<file path="src/rtl/wswc_pkg.sv">
// package for the watchdog, sleep and wake-up control block
// assumes a 10 MHz system clock and an AXI4-Lite register bus
package wswc_pkg;

	// timing
	localparam int unsigned CLK_PERIOD_NS = 100;
	localparam int unsigned WDT_BASE_MS   = 18;
	localparam int unsigned WDT_BASE_CYC  =
		WDT_BASE_MS * 1000000 / CLK_PERIOD_NS;
	localparam int unsigned WDT_BASE_W    = 24;
	localparam int unsigned PRESCALE_W    = 8;
	localparam int unsigned PS_SEL_W      = 3;
	localparam logic [1:0]  FUSE_SETTLE   = 2'h3;

	// core facing widths
	localparam int unsigned PC_W  = 13;
	localparam int unsigned IRQ_N = 3;

	// register indices; byte address is four times the low 14 bits of the index
	localparam int unsigned AXI_AW      = 16;
	localparam logic [15:0] OPTION_IDX  = 16'h0081;
	localparam logic [15:0] CONFIG_IDX  = 16'h2007;
	localparam logic [15:0] STATUS_IDX  = 16'h0003;
	localparam logic [15:0] OPTION_ADDR = {OPTION_IDX[13:0], 2'h0};
	localparam logic [15:0] CONFIG_ADDR = {CONFIG_IDX[13:0], 2'h0};
	localparam logic [15:0] STATUS_ADDR = {STATUS_IDX[13:0], 2'h0};

	// fields and reset values
	localparam logic [7:0]  OPTION_RESET = 8'hFF;
	localparam int unsigned OPT_PSA_BIT  = 3;
	localparam int unsigned OPT_PS_LSB   = 0;
	localparam int unsigned CFG_WATCHDOG_ENABLE_FUSE_BIT = 3;
	localparam int unsigned STAT_TO_BIT  = 4;
	localparam int unsigned STAT_PD_BIT  = 3;
	localparam logic [7:0]  CFG_RESET    = 8'h00;

	// bus answers
	localparam logic [1:0] RESP_OKAY   = 2'h0;
	localparam logic [1:0] RESP_SLVERR = 2'h2;

	typedef struct packed {
		logic               clear_watchdog_instruction;
		logic               sleep;
		logic               global_interrupt_enable;
		logic [IRQ_N-1:0]   intEn;
		logic [IRQ_N-1:0]   intFlag;
		logic [PC_W-1:0]    pc;
	} wswc_core_cmd_t;

	typedef enum {ST_RUN, ST_SLEEP} wswc_state_t;

endpackage

</file>
<file path="src/rtl/wswc_sync.sv">
// two flip-flop synchroniser bank for pin inputs
// assumes inputs are asynchronous to sys_clk
`timescale 1ns/1ps
`default_nettype none
module wswc_sync #(
	parameter int unsigned    W         = 1,
	parameter logic [W-1:0]   RESET_VAL = '0
) (
	input  wire logic         sys_clk,
	input  wire logic         rst,
	input  wire logic [W-1:0] din,
	output var  logic [W-1:0] dout
);

	logic [W-1:0] stage1_q;

	// first stage feeds only the second stage
	for (genvar i = 0; i < W; i++) begin : g_bit
		always_ff @(posedge sys_clk or posedge rst) begin
			if (rst) begin
				stage1_q[i] <= RESET_VAL[i];
				dout[i]     <= RESET_VAL[i];
			end else begin
				stage1_q[i] <= din[i];
				dout[i]     <= stage1_q[i];
			end
		end
	end

endmodule // wswc_sync
`default_nettype wire

</file>
<file path="src/rtl/wswc_wdt_counter.sv">
// watchdog base counter plus optional power-of-two prescaler
// assumes enable comes from a fuse and clear from the control logic
`timescale 1ns/1ps
`default_nettype none
module wswc_wdt_counter
	import wswc_pkg::*;
#(
	parameter int unsigned BASE_CYCLES = WDT_BASE_CYC
) (
	input  wire logic                sys_clk,
	input  wire logic                rst,
	input  wire logic                enable,
	input  wire logic                clear,
	input  wire logic                prescaleOn,
	input  wire logic [PS_SEL_W-1:0] prescaleSel,
	output var  logic                timeout_q
);

	logic [WDT_BASE_W-1:0] baseCnt_q;
	logic [PRESCALE_W-1:0] preCnt_q;
	logic                  baseWrap;
	logic [PRESCALE_W-1:0] preLimit;
	logic                  preWrap;

	assign baseWrap = baseCnt_q == WDT_BASE_W'(BASE_CYCLES - 1);
	assign preLimit = (PRESCALE_W'(1) << prescaleSel) - PRESCALE_W'(1);
	assign preWrap  = !prescaleOn || preCnt_q == preLimit;

	// free-running tick, independent of sleep or core clock gating
	always_ff @(posedge sys_clk or posedge rst) begin
		if (rst) begin
			baseCnt_q <= '0;
		end else if (clear || !enable || baseWrap) begin
			baseCnt_q <= '0;
		end else begin
			baseCnt_q <= baseCnt_q + WDT_BASE_W'(1);
		end
	end

	always_ff @(posedge sys_clk or posedge rst) begin
		if (rst) begin
			preCnt_q <= '0;
		end else if (clear || !enable || !prescaleOn) begin
			preCnt_q <= '0;
		end else if (baseWrap) begin
			preCnt_q <= preWrap ? '0 : preCnt_q + PRESCALE_W'(1);
		end
	end

	always_ff @(posedge sys_clk or posedge rst) begin
		if (rst) begin
			timeout_q <= 1'b0;
		end else begin
			timeout_q <= enable && !clear && baseWrap && preWrap;
		end
	end

endmodule // wswc_wdt_counter
`default_nettype wire

</file>
<file path="src/rtl/wswc_ctrl.sv">
// watchdog, sleep and wake-up control with AXI4-Lite registers
// assumes the core drives its command struct on sys_clk; pins are
// asynchronous and synchronised here
`timescale 1ns/1ps
`default_nettype none

// Function
// - watchdog ticks from its own free source
// - timeout while awake resets the device
// - timeout while asleep wakes the device
// - cleared enable fuse disables watchdog permanently
// - base timeout period is nominally 18 ms
// - option register assigns prescaler up to 1:128
// - clear or sleep resets count and prescaler
// - timeout clears the time-out status flag
// - sleep clears dog and power-down flag, sets time-out flag, stops oscillator, holds pins
// - watchdog reset never drives master clear pin
// - wake on reset, watchdog or interrupt
// - power-down flag set at power-up, cleared by sleep
// - sleep prefetches instruction at pc plus one
// - enabled source wakes regardless of global enable
// - after interrupt wake, vector only if global enabled
// - pending enabled interrupt makes sleep wake immediately
// - any wake-up clears the watchdog count
module wswc_ctrl
	import wswc_pkg::*;
#(
	parameter int unsigned BASE_CYCLES = WDT_BASE_CYC
) (
	input  wire logic              sys_clk,
	input  wire logic              rst,
	input  wire logic              masterClearN,
	input  wire logic [7:0]        cfgFuses,
	input  wire wswc_core_cmd_t    cmd,
	output var  logic              deviceReset_q,
	output var  logic              wakeUp_q,
	output var  logic              vectorReq_q,
	output var  logic              oscDriverOn_q,
	output var  logic              ioHold_q,
	output var  logic [PC_W-1:0]   prefetchAddr_q,
	output var  logic              timeoutFlagN_q,
	output var  logic              powerdownFlagN_q,
	input  wire logic [AXI_AW-1:0] s_axi_awaddr,
	input  wire logic              s_axi_awvalid,
	output var  logic              s_axi_awready,
	input  wire logic [31:0]       s_axi_wdata,
	input  wire logic [3:0]        s_axi_wstrb,
	input  wire logic              s_axi_wvalid,
	output var  logic              s_axi_wready,
	output var  logic [1:0]        s_axi_bresp,
	output var  logic              s_axi_bvalid,
	input  wire logic              s_axi_bready,
	input  wire logic [AXI_AW-1:0] s_axi_araddr,
	input  wire logic              s_axi_arvalid,
	output var  logic              s_axi_arready,
	output var  logic [31:0]       s_axi_rdata,
	output var  logic [1:0]        s_axi_rresp,
	output var  logic              s_axi_rvalid,
	input  wire logic              s_axi_rready
);

	wswc_state_t       state_q;
	logic              mclrSyncN;
	logic [7:0]        cfgSync;
	logic [7:0]        cfg_q;
	logic              cfgLoaded_q;
	logic [1:0]        settleCnt_q;
	logic [7:0]        option_q;
	logic              wdtOn;
	logic              wdtTimeout;
	logic              wdtClear;
	logic              mclrActive;
	logic              irqPending;
	logic              sleepAccept;
	logic              wakeNow;
	logic              irqWake;
	logic              coreGie;
	logic              awHave_q;
	logic              wHave_q;
	logic [AXI_AW-1:0] awAddr_q;
	logic [31:0]       wData_q;
	logic [3:0]        wStrb_q;
	logic              doWrite;
	logic [31:0]       rdNext;
	logic [1:0]        rdResp;

	wswc_sync #(
		.W         (9),
		.RESET_VAL (9'h100)
	) u_sync (
		.sys_clk (sys_clk),
		.rst     (rst),
		.din     ({masterClearN, cfgFuses}),
		.dout    ({mclrSyncN, cfgSync})
	);

	wswc_wdt_counter #(
		.BASE_CYCLES (BASE_CYCLES)
	) u_wdt (
		.sys_clk     (sys_clk),
		.rst         (rst),
		.enable      (wdtOn),
		.clear       (wdtClear),
		.prescaleOn  (option_q[OPT_PSA_BIT]),
		.prescaleSel (option_q[OPT_PS_LSB +: PS_SEL_W]),
		.timeout_q   (wdtTimeout)
	);

	// fuses captured once after the synchroniser has settled
	always_ff @(posedge sys_clk or posedge rst) begin
		if (rst) begin
			settleCnt_q <= 2'h0;
			cfgLoaded_q <= 1'b0;
			cfg_q       <= CFG_RESET;
		end else if (!cfgLoaded_q) begin
			if (settleCnt_q == FUSE_SETTLE) begin
				cfgLoaded_q <= 1'b1;
				cfg_q       <= cfgSync;
			end else begin
				settleCnt_q <= settleCnt_q + 2'h1;
			end
		end
	end

	// no software path writes cfg_q, so a cleared fuse cannot be undone
	assign wdtOn      = cfgLoaded_q && cfg_q[CFG_WATCHDOG_ENABLE_FUSE_BIT];
	assign mclrActive = !mclrSyncN;
	assign coreGie    = cmd.global_interrupt_enable;
	assign irqPending = |(cmd.intEn & cmd.intFlag);
	assign sleepAccept = cmd.sleep && state_q == ST_RUN && !mclrActive
		&& !wdtTimeout;
	assign wakeNow    = state_q == ST_SLEEP && !mclrActive
		&& (wdtTimeout || irqPending);
	assign irqWake    = wakeNow && !wdtTimeout;
	assign wdtClear   = cmd.clear_watchdog_instruction || sleepAccept || wakeNow
		|| mclrActive;

	always_ff @(posedge sys_clk or posedge rst) begin
		if (rst) begin
			state_q <= ST_RUN;
		end else if (mclrActive) begin
			state_q <= ST_RUN;
		end else begin
			unique case (state_q)
				ST_RUN: begin
					if (sleepAccept) begin
						state_q <= ST_SLEEP;
					end
				end
				ST_SLEEP: begin
					if (wakeNow) begin
						state_q <= ST_RUN;
					end
				end
			endcase
		end
	end

	// internal reset only; the master clear pin is an input here
	always_ff @(posedge sys_clk or posedge rst) begin
		if (rst) begin
			deviceReset_q <= 1'b0;
		end else begin
			deviceReset_q <= mclrActive
				|| (wdtTimeout && state_q == ST_RUN);
		end
	end

	always_ff @(posedge sys_clk or posedge rst) begin
		if (rst) begin
			wakeUp_q    <= 1'b0;
			vectorReq_q <= 1'b0;
		end else begin
			wakeUp_q    <= wakeNow;
			vectorReq_q <= irqWake && coreGie;
		end
	end
	always_ff @(posedge sys_clk or posedge rst) begin
		if (rst) begin
			oscDriverOn_q  <= 1'b1;
			ioHold_q       <= 1'b0;
			prefetchAddr_q <= '0;
		end else if (sleepAccept) begin
			oscDriverOn_q  <= 1'b0;
			ioHold_q       <= 1'b1;
			prefetchAddr_q <= cmd.pc + PC_W'(1);
		end else if (wakeNow || mclrActive) begin
			oscDriverOn_q  <= 1'b1;
			ioHold_q       <= 1'b0;
		end
	end

	// a timeout in the same cycle as a clear wins
	always_ff @(posedge sys_clk or posedge rst) begin
		if (rst) begin
			timeoutFlagN_q <= 1'b1;
		end else if (wdtTimeout) begin
			timeoutFlagN_q <= 1'b0;
		end else if (cmd.clear_watchdog_instruction || sleepAccept) begin
			timeoutFlagN_q <= 1'b1;
		end
	end

	always_ff @(posedge sys_clk or posedge rst) begin
		if (rst) begin
			powerdownFlagN_q <= 1'b1;
		end else if (sleepAccept) begin
			powerdownFlagN_q <= 1'b0;
		end else if (cmd.clear_watchdog_instruction) begin
			powerdownFlagN_q <= 1'b1;
		end
	end

	// write channel: address and data taken in either order
	assign doWrite = awHave_q && wHave_q && !s_axi_bvalid;

	always_ff @(posedge sys_clk or posedge rst) begin
		if (rst) begin
			s_axi_awready <= 1'b1;
			awHave_q      <= 1'b0;
			awAddr_q      <= '0;
		end else if (s_axi_awvalid && s_axi_awready) begin
			s_axi_awready <= 1'b0;
			awHave_q      <= 1'b1;
			awAddr_q      <= s_axi_awaddr;
		end else if (doWrite) begin
			awHave_q      <= 1'b0;
		end else if (s_axi_bvalid && s_axi_bready) begin
			s_axi_awready <= 1'b1;
		end
	end

	always_ff @(posedge sys_clk or posedge rst) begin
		if (rst) begin
			s_axi_wready <= 1'b1;
			wHave_q      <= 1'b0;
			wData_q      <= '0;
			wStrb_q      <= '0;
		end else if (s_axi_wvalid && s_axi_wready) begin
			s_axi_wready <= 1'b0;
			wHave_q      <= 1'b1;
			wData_q      <= s_axi_wdata;
			wStrb_q      <= s_axi_wstrb;
		end else if (doWrite) begin
			wHave_q      <= 1'b0;
		end else if (s_axi_bvalid && s_axi_bready) begin
			s_axi_wready <= 1'b1;
		end
	end

	always_ff @(posedge sys_clk or posedge rst) begin
		if (rst) begin
			s_axi_bvalid <= 1'b0;
			s_axi_bresp  <= RESP_OKAY;
		end else if (doWrite) begin
			s_axi_bvalid <= 1'b1;
			unique case (awAddr_q)
				OPTION_ADDR, CONFIG_ADDR, STATUS_ADDR: begin
					s_axi_bresp <= RESP_OKAY;
				end
				default: begin
					s_axi_bresp <= RESP_SLVERR;
				end
			endcase
		end else if (s_axi_bvalid && s_axi_bready) begin
			s_axi_bvalid <= 1'b0;
		end
	end

	// only the option register is writable; read-only writes are dropped
	always_ff @(posedge sys_clk or posedge rst) begin
		if (rst) begin
			option_q <= OPTION_RESET;
		end else if (doWrite && awAddr_q == OPTION_ADDR && wStrb_q[0]) begin
			option_q <= wData_q[7:0];
		end
	end

	always_comb begin
		rdNext = 32'h0000_0000;
		rdResp = RESP_OKAY;
		unique case (s_axi_araddr)
			OPTION_ADDR: begin
				rdNext[7:0] = option_q;
			end
			CONFIG_ADDR: begin
				rdNext[7:0] = cfg_q;
			end
			STATUS_ADDR: begin
				rdNext[STAT_TO_BIT] = timeoutFlagN_q;
				rdNext[STAT_PD_BIT] = powerdownFlagN_q;
			end
			default: begin
				rdResp = RESP_SLVERR;
			end
		endcase
	end

	always_ff @(posedge sys_clk or posedge rst) begin
		if (rst) begin
			s_axi_arready <= 1'b1;
			s_axi_rvalid  <= 1'b0;
			s_axi_rdata   <= '0;
			s_axi_rresp   <= RESP_OKAY;
		end else if (s_axi_arvalid && s_axi_arready) begin
			s_axi_arready <= 1'b0;
			s_axi_rvalid  <= 1'b1;
			s_axi_rdata   <= rdNext;
			s_axi_rresp   <= rdResp;
		end else if (s_axi_rvalid && s_axi_rready) begin
			s_axi_arready <= 1'b1;
			s_axi_rvalid  <= 1'b0;
		end
	end
endmodule // wswc_ctrl
`default_nettype wire

</file>
<file path="config.mk">
export PLATFORM = sky130hd
export DESIGN_NAME = wswc_ctrl
export DESIGN_NICKNAME = d
export VERILOG_FILES = /design/src/rtl/wswc_pkg.sv /design/src/rtl/wswc_sync.sv /design/src/rtl/wswc_wdt_counter.sv /design/src/rtl/wswc_ctrl.sv
export SDC_FILE = /design/constraint.sdc
export NUM_CORES = 1
export LEC_CHECK = 0
export BUFFER_PORTS_ARGS = -buffer_cell sky130_fd_sc_hd__buf_2
export CORE_ASPECT_RATIO = 0.6
export CORE_MARGIN = 5
export CORE_UTILIZATION = 57
export CTS_CLUSTER_DIAMETER = 40
export DETAILED_ROUTE_END_ITERATION = 10
export GPL_TIMING_DRIVEN = 0
export PLACE_DENSITY_LB_ADDON = 0.2
export SLEW_MARGIN = 20
export SYNTH_ARGS = -nofsm -noshare
export SYNTH_HDL_FRONTEND = slang
export SYNTH_SLANG_ARGS = --single-unit
</file>
<file path="constraint.sdc">
create_clock -name sys_clk -period 8.5 [get_ports sys_clk]
set_input_delay 0 -clock sys_clk [delete_from_list [all_inputs] [get_ports sys_clk]]
set_output_delay 0 -clock sys_clk [all_outputs]
set_load 0.05 [all_outputs]
</file>
# [Word level (Yosys, flattened, before mapping)]
# Index checks and enable logic that the tools add are counted.
[word_totals] regBits=166 latchBits=0 mem_bits_rw=0 rom_bits=0 in_bits=106 wordCells=164 memories=0
[op_classes] addsub=5 mul=0 div=0 n_lt_le_gt_ge=0 n_eq_ne=15 n_shift=1 mux=36 bitwise_logic=3 n_reduce_logical=57
[op_table] op="32-bit 2-to-1 mux" n=3
[op_table] op="32-bit zero test" n=2
[op_table] op="32-bit case mux with 2 select lines" n=1
[op_table] op="16-bit by 10-bit equality test with 1-bit output (second input constant)" n=2
[op_table] op="16-bit equality test (second input constant)" n=2
[op_table] op="16-bit by 4-bit equality test with 1-bit output (second input constant)" n=2
[op_table] op="32-bit by 1-bit equality test with 1-bit output (second input constant)" n=1
[op_table] op="32-bit by 2-bit equality test with 1-bit output (second input constant)" n=1
[op_table] op="24-bit by 1-bit adder with 24-bit output (second input constant)" n=1
[op_table] op="24-bit by 18-bit equality test with 1-bit output (second input constant)" n=1
[op_table] op="24-bit 2-to-1 mux" n=1
[op_table] op="8-bit 2-to-1 mux" n=3
[op_table] op="1-bit 2-to-1 mux" n=23
[op_table] op="1-bit logical AND" n=21
[op_table] op="2-bit nonzero test" n=10
[op_table] op="13-bit by 1-bit adder with 13-bit output (second input constant)" n=1
[op_table] op="3-bit case mux with 2 select lines" n=2
[op_table] op="1-bit logical OR" n=10
[op_table] op="2-bit AND reduction" n=5
[op_table] op="3-bit OR reduction" n=3
[op_table] op="8-bit by 1-bit adder with 8-bit output (second input constant)" n=1
[op_table] op="8-bit equality test" n=1
[op_table] op="1-bit by 3-bit left shift with 8-bit output (first input constant)" n=1
[op_table] op="8-bit by 2-bit subtractor with 8-bit output (second input constant)" n=1
[op_table] op="other kinds (9)" n=18

# [Depth between registers and ports, before layout]
[depth] ltp_word=11 mapped_depth=8 mapped_depth_nobuf=6

# [Hierarchy]
# From an unflattened synthesis, not the netlist that was laid out.
[unflattened] hier_cells=523 area_unflattened_um2=5962.0
[modules_own_cells] module="wswc_ctrl" n_inst=1 cells_per_inst=312 area_each_um2=3673.5
[modules_own_cells] module="wswc_wdt_counter" n_inst=1 cells_per_inst=192 area_each_um2=1831.8
[modules_own_cells] module="wswc_sync" n_inst=1 cells_per_inst=19 area_each_um2=456.7

# [Worst setup path before layout]
# No wires, ideal clock.
[synth_path] path_type="register to register" start="register s_axi_bvalid" end="register option_q[0]" setup_time_ps=82 t_arrival_ps=1612 setup_slack_ps=6805 path_stages_with_launch=6 path_buffers=1 period_less_slack_ps=1695 cell_sequence="dfrtp_1 -> inv_1 -> nand3_1 -> or3_1 -> buf_6 -> mux2_4"
[synth_via] elab_chain_len=4
[synth_rtl] element="from (decl)" line_no="wswc_ctrl.sv:51" source="output var logic s_axi_bvalid,"
[synth_rtl] element="from (signal assigned)" line_no="wswc_ctrl.sv:253" source="s_axi_bvalid <= 1'b0;"
[synth_rtl] element="from (signal assigned)" line_no="wswc_ctrl.sv:256" source="s_axi_bvalid <= 1'b1;"
[synth_rtl] element="from (signal assigned)" line_no="wswc_ctrl.sv:266" source="s_axi_bvalid <= 1'b0;"
[synth_rtl] element="1-bit zero test" line_no="wswc_ctrl.sv:215" source="assign doWrite = awHave_q && wHave_q && !s_axi_bvalid;"
[synth_rtl] element="1-bit logical AND" line_no="wswc_ctrl.sv:215"
[synth_rtl] element="1-bit logical AND (2 in series)" line_no="wswc_ctrl.sv:274" source="end else if (doWrite && awAddr_q == OPTION_ADDR && wStrb_q[0]) begin"
[synth_rtl] element="to (signal assigned)" line_no="wswc_ctrl.sv:275" source="option_q <= wData_q[7:0];"
[synth_rtl] element="to (decl)" line_no="wswc_ctrl.sv:68" source="logic [7:0] option_q;"
# No other way between the ends.
# A chain may end at the register's enable or synchronous reset.

# [Worst setup path after layout]
[layout_path] start="register u_wdt.timeout_q" end="register u_wdt.baseCnt_q[9]"
[layout_via] elab_chain_len=8 word_cells_on_any_way=10
[layout_rtl] element="from (decl)" line_no="wswc_wdt_counter.sv:16" source="output var logic timeout_q"
[layout_rtl] element="from (signal assigned)" line_no="wswc_wdt_counter.sv:54" source="timeout_q <= enable && !clear && baseWrap && preWrap;"
[layout_rtl] element="1-bit zero test" line_no="wswc_ctrl.sv:131" source="&& !wdtTimeout;"
[layout_rtl] element="1-bit logical AND" line_no="wswc_ctrl.sv:131"
[layout_rtl] element="1-bit logical OR" line_no="wswc_ctrl.sv:135" source="assign wdtClear = cmd.clear_watchdog_instruction || sleepAccept || wakeNow"
[layout_rtl] element="1-bit logical OR (*)" line_no="wswc_ctrl.sv:135"
[layout_rtl] element="1-bit logical OR (*)" line_no="wswc_ctrl.sv:136" source="|| mclrActive;"
[layout_rtl] element="1-bit logical OR (*) (2 in series)" line_no="wswc_wdt_counter.sv:33" source="end else if (clear || !enable || baseWrap) begin"
[layout_rtl] element="24-bit 2-to-1 mux (*)" line_no="wswc_wdt_counter.sv:33"
[layout_rtl] element="to (signal assigned)" line_no="wswc_wdt_counter.sv:36" source="baseCnt_q <= baseCnt_q + WDT_BASE_W'(1);"
[layout_rtl] element="to (decl)" line_no="wswc_wdt_counter.sv:19" source="logic [WDT_BASE_W-1:0] baseCnt_q;"
# Every way passes the cells marked *; elsewhere a longest branch is shown, timed or not.

==> key figures <==
Clocking
  • Clock latency on the worst-skew pair: 410 ps
  • Root Buffer: clkbuf_16
  • Post-CTS setup buffers: 0
  • CTS tree: built
  • Clock Path Buffers: 2
  • Post_cts resized: 0
  • Clk sinks: ~130
  • Total CTS buffers: 17
  • Clock-pin transition on the worst setup and hold timing paths: roughly 60 ps
  • Htree depth: 4
  • CTS hold repair buffers: between 60 and 70

Power
  • PD cells: 230 nW/µm²
  • Leak Pwr: 3.82 nW
  • Total power: ~1.9 mW
  • Worst vdd ir: ~0.18 mV

Global route
  • Remaining Overflow, GRT: 0
  • Number of global-route vias before repair: roughly 5.2k
  • All-Layer GR Usage: a little under a quarter
  • Largest net degree at the start of global routing: between 70 and 80
  • First-pass GRT wire length: between 20 and 30 mm
  • Initial antenna violation count: 0

Finish
  • Share of cells above drive strength 1: between 30% and 40%
  • Area overhead of the layout relative to synthesis: 33.7%
  • Final instance area: 8330 µm²
  • FF/Latch Area: approximately 3300 µm²
  • Antenna cells: 0
  • Area of the multi-input gates: around 2600 µm²
  • NumNets Final: approximately 900
  • Fillers: about 640

STA
  • Hold WS: 34.9 ps
  • Final Hold Vio Count: 0
  • Final min period: 2190 ps
  • Headroom to the max-slew limit: a little under half
  • Max-slew violations: 0
  • Finish-stage setup viols: 0
  • Unrepaired setup endpoints after global routing: no
  • Worst slew pin tran: around 770 ps
  • Final WS setup: ~6300 ps
  • Max Clock Skew: around 8.5 ps
  • Final Cycle Share: around a quarter
  • Final setup TNS: 0 ps
  • Fmax achieved: approximately 460 MHz

Yosys
  • Compound-Gate Fraction of Synth Area: approximately 8%
  • Most instantiated library cell after synthesis: dfrtp_1
  • Mapped Cells: between 500 and 600
  • Post-synth top area share: 47.0%
  • Synthesized area: around 6200 µm²
  • Synth top cells by count: dfrtp_1 (117), nand2_1 (61), nor2_1 (41)
  • Syn Area/Cell: ~11 µm²
  • Top cells by area, synth: dfrtp_1 (47%), dfstp_2 (6.8%), mux2_2 (6.2%), nand2_1 (3.7%), buf_4 (3.1%)
  • Largest family of logic cells by synthesized area: simple AND/OR/NAND/NOR gates
  • Ys async rst share: between 90% and 100%
  • Sequential-to-total area share from yosys stat: a little over half
  • Synthesis warning total: 0
  • Mux share of post-synthesis cell area: 8.56%
  • XOR/XNOR share of the synthesized area: about 5.3%
  • Simple-Gate Fraction of Synth Area: around 18%
  • Adder-Cell Fraction of Synth Area: less than 1%
  • EDFF count, synth: 0
  • Flop and latch count out of synthesis: between 100 and 150
  • Largest area contributor in the netlist: dfrtp_1
  • Netlist cell types: 63
  • Prevailing post-synth register cell: dfrtp_1

Worst setup path
  • Req. time, crit path: around 8800 ps
  • Crit end category: flip-flop
  • CP arrival: about 2500 ps
  • Reg2reg end: u_wdt.baseCnt_q[9]
  • Maximum fanout along the worst path: 10
  • Largest stage delay, worst path: between 500 and 600 ps
  • CP max-delay cell: dlygate4sd3_1
  • Worst-path cell chain: a21oi_1 -> dlygate4sd3_1 -> nand2_1 -> a211o_1 -> nand2b_4 -> buf_6 -> nor2_1
  • CP startpoint: u_wdt.timeout_q
  • Largest delay contributor family on the critical path: buffers and inverters
  • CP Launch Type: flip-flop
  • Crit path buffers/inverters: 2
  • Kind of critical path: flip-flop to flip-flop
  • R2r setup slk: around 6300 ps
  • Worst r2r src: u_wdt.timeout_q
  • Reg2Reg Depth: 7

Drt
  • WL per Instance: around 16 µm
  • Via density: ~5.4
  • Post-Route WL: ~15 mm
  • Via Count: between 4k and 5k
  • DR pass1 iterations: 5
  • DR iter-0 viols: approximately 240
  • Post-route DRC: 0
  • Post-route ant nets: 0

Floorplan
  • Core area: around 11,000 µm²
  • Initial core utilization: about 60%
  • Die Ht: a little over 90 µm
  • FP Rows: 29
  • Ports: about 170
  • Die Area: between 10,000 and 15,000 µm²
  • Die width: ~140 µm

Placed design
  • Post-DP HPWL: approximately 9.8 mm
  • # port buffers: between 100 and 150
  • Setup WS pre-CTS: between 6000 and 7000 ps
  • Gpl congestion: between 0.8 and 0.9
  • Placed inst area: around 7100 µm²

Worst hold path
  • Worst hold start: s_axi_araddr[15]
  • Min-delay worst type: input pin to flip-flop
  • Hold path cells: 4
  • Hold Path End: s_axi_rdata[3]

Run
  • Max Cap Viol: 0

Run status
  • Outcome: complete, no violations
## routing by layer
layer	vias up	part of all wire (%)	routed length, µm	GRT usage, %
li1	2325	-	-	-
met1	2436	46	6920	32.8
met2	166	47	7070	37.0
met3	22	6.3	957	6.72
met4	0	1.5	232	8.07
met5	-	0	0	0
## registers in the layout, summed over array words and instances, names as in the netlist, 2 cells and up
signal / flops
awAddr_q: 16
settleCnt_q: 2
u_sync.stage1_q: 9
u_sync.dout: 9
u_wdt.baseCnt_q: 24
u_wdt.preCnt_q: 8
wData_q: 8
prefetchAddr_q: 13
s_axi_rdata: 8
option_q: 8
cfg_q: 8
## cell families (layout without fill, tap and decap cells)
logic type,Yosys count,after routing
xor+xnor,38,38
mux,45,45
buf+inv,61,270
fa+ha+maj,4,4
simple gates,197,197
compound gates,73,73
flops,133,133
other cells,1,26
## metrics by stage
step	cells	utilization [%]
after floorplan	577	-
final	925	78.3
after detailed placement	830	66.7
after global placement	829	66.4
after global routing	925	78.3
after CTS	925	78.3
## worst reg2reg max path: stages (launching register included)
cell           delay (ps)
dfrtp_1               430
a21oi_1               190
dlygate4sd3_1         590
nand2_1                80
a211o_1               350
nand2b_4              190
buf_6                 150
nor2_1                130
## final cells by class
type / instances / share of cell area [%]
buffer: 46 / 3.76
multi-input combinational: 383 / 31.2
timing repair buffer: 177 / 14.7
inverter: 15 / 0.766
sequential: 133 / 40.2
clock inverter: 14 / 1.95
tap: 139 / 2.09
clock buffer: 18 / 5.28
## worst max-delay path by stage
stage,cells past startpoint,slack (ps),end
floorplan,1,4970,awAddr_q[0]
global placement,2,3680,prefetchAddr_q[5]
detailed placement,8,6570,u_wdt.baseCnt_q[11]
CTS,7,6340,u_wdt.baseCnt_q[9]
global route,7,6220,u_wdt.baseCnt_q[13]
finish,7,6310,u_wdt.baseCnt_q[9]
## where the power goes
| part | internal, mW | switching, mW | leakage (nW) |
|---|---|---|---|
| registers | 0.736 | 0.0688 | 1.64 |
| logic | 0.154 | 0.220 | 1.88 |
| clock network | 0.448 | 0.292 | 0.295 |
## cells in the final DEF (no fill, tap or decap), drive strengths merged, types with 22 or more instances in the layout
cell / count
buf: 149
clkbuf: 29
conb: 26
dfrtp: 117
dlygate4sd3: 63
inv: 22
mux2: 42
nand2: 61
nor2: 42
o21ai: 26
(Power assumes the default switching activity.)
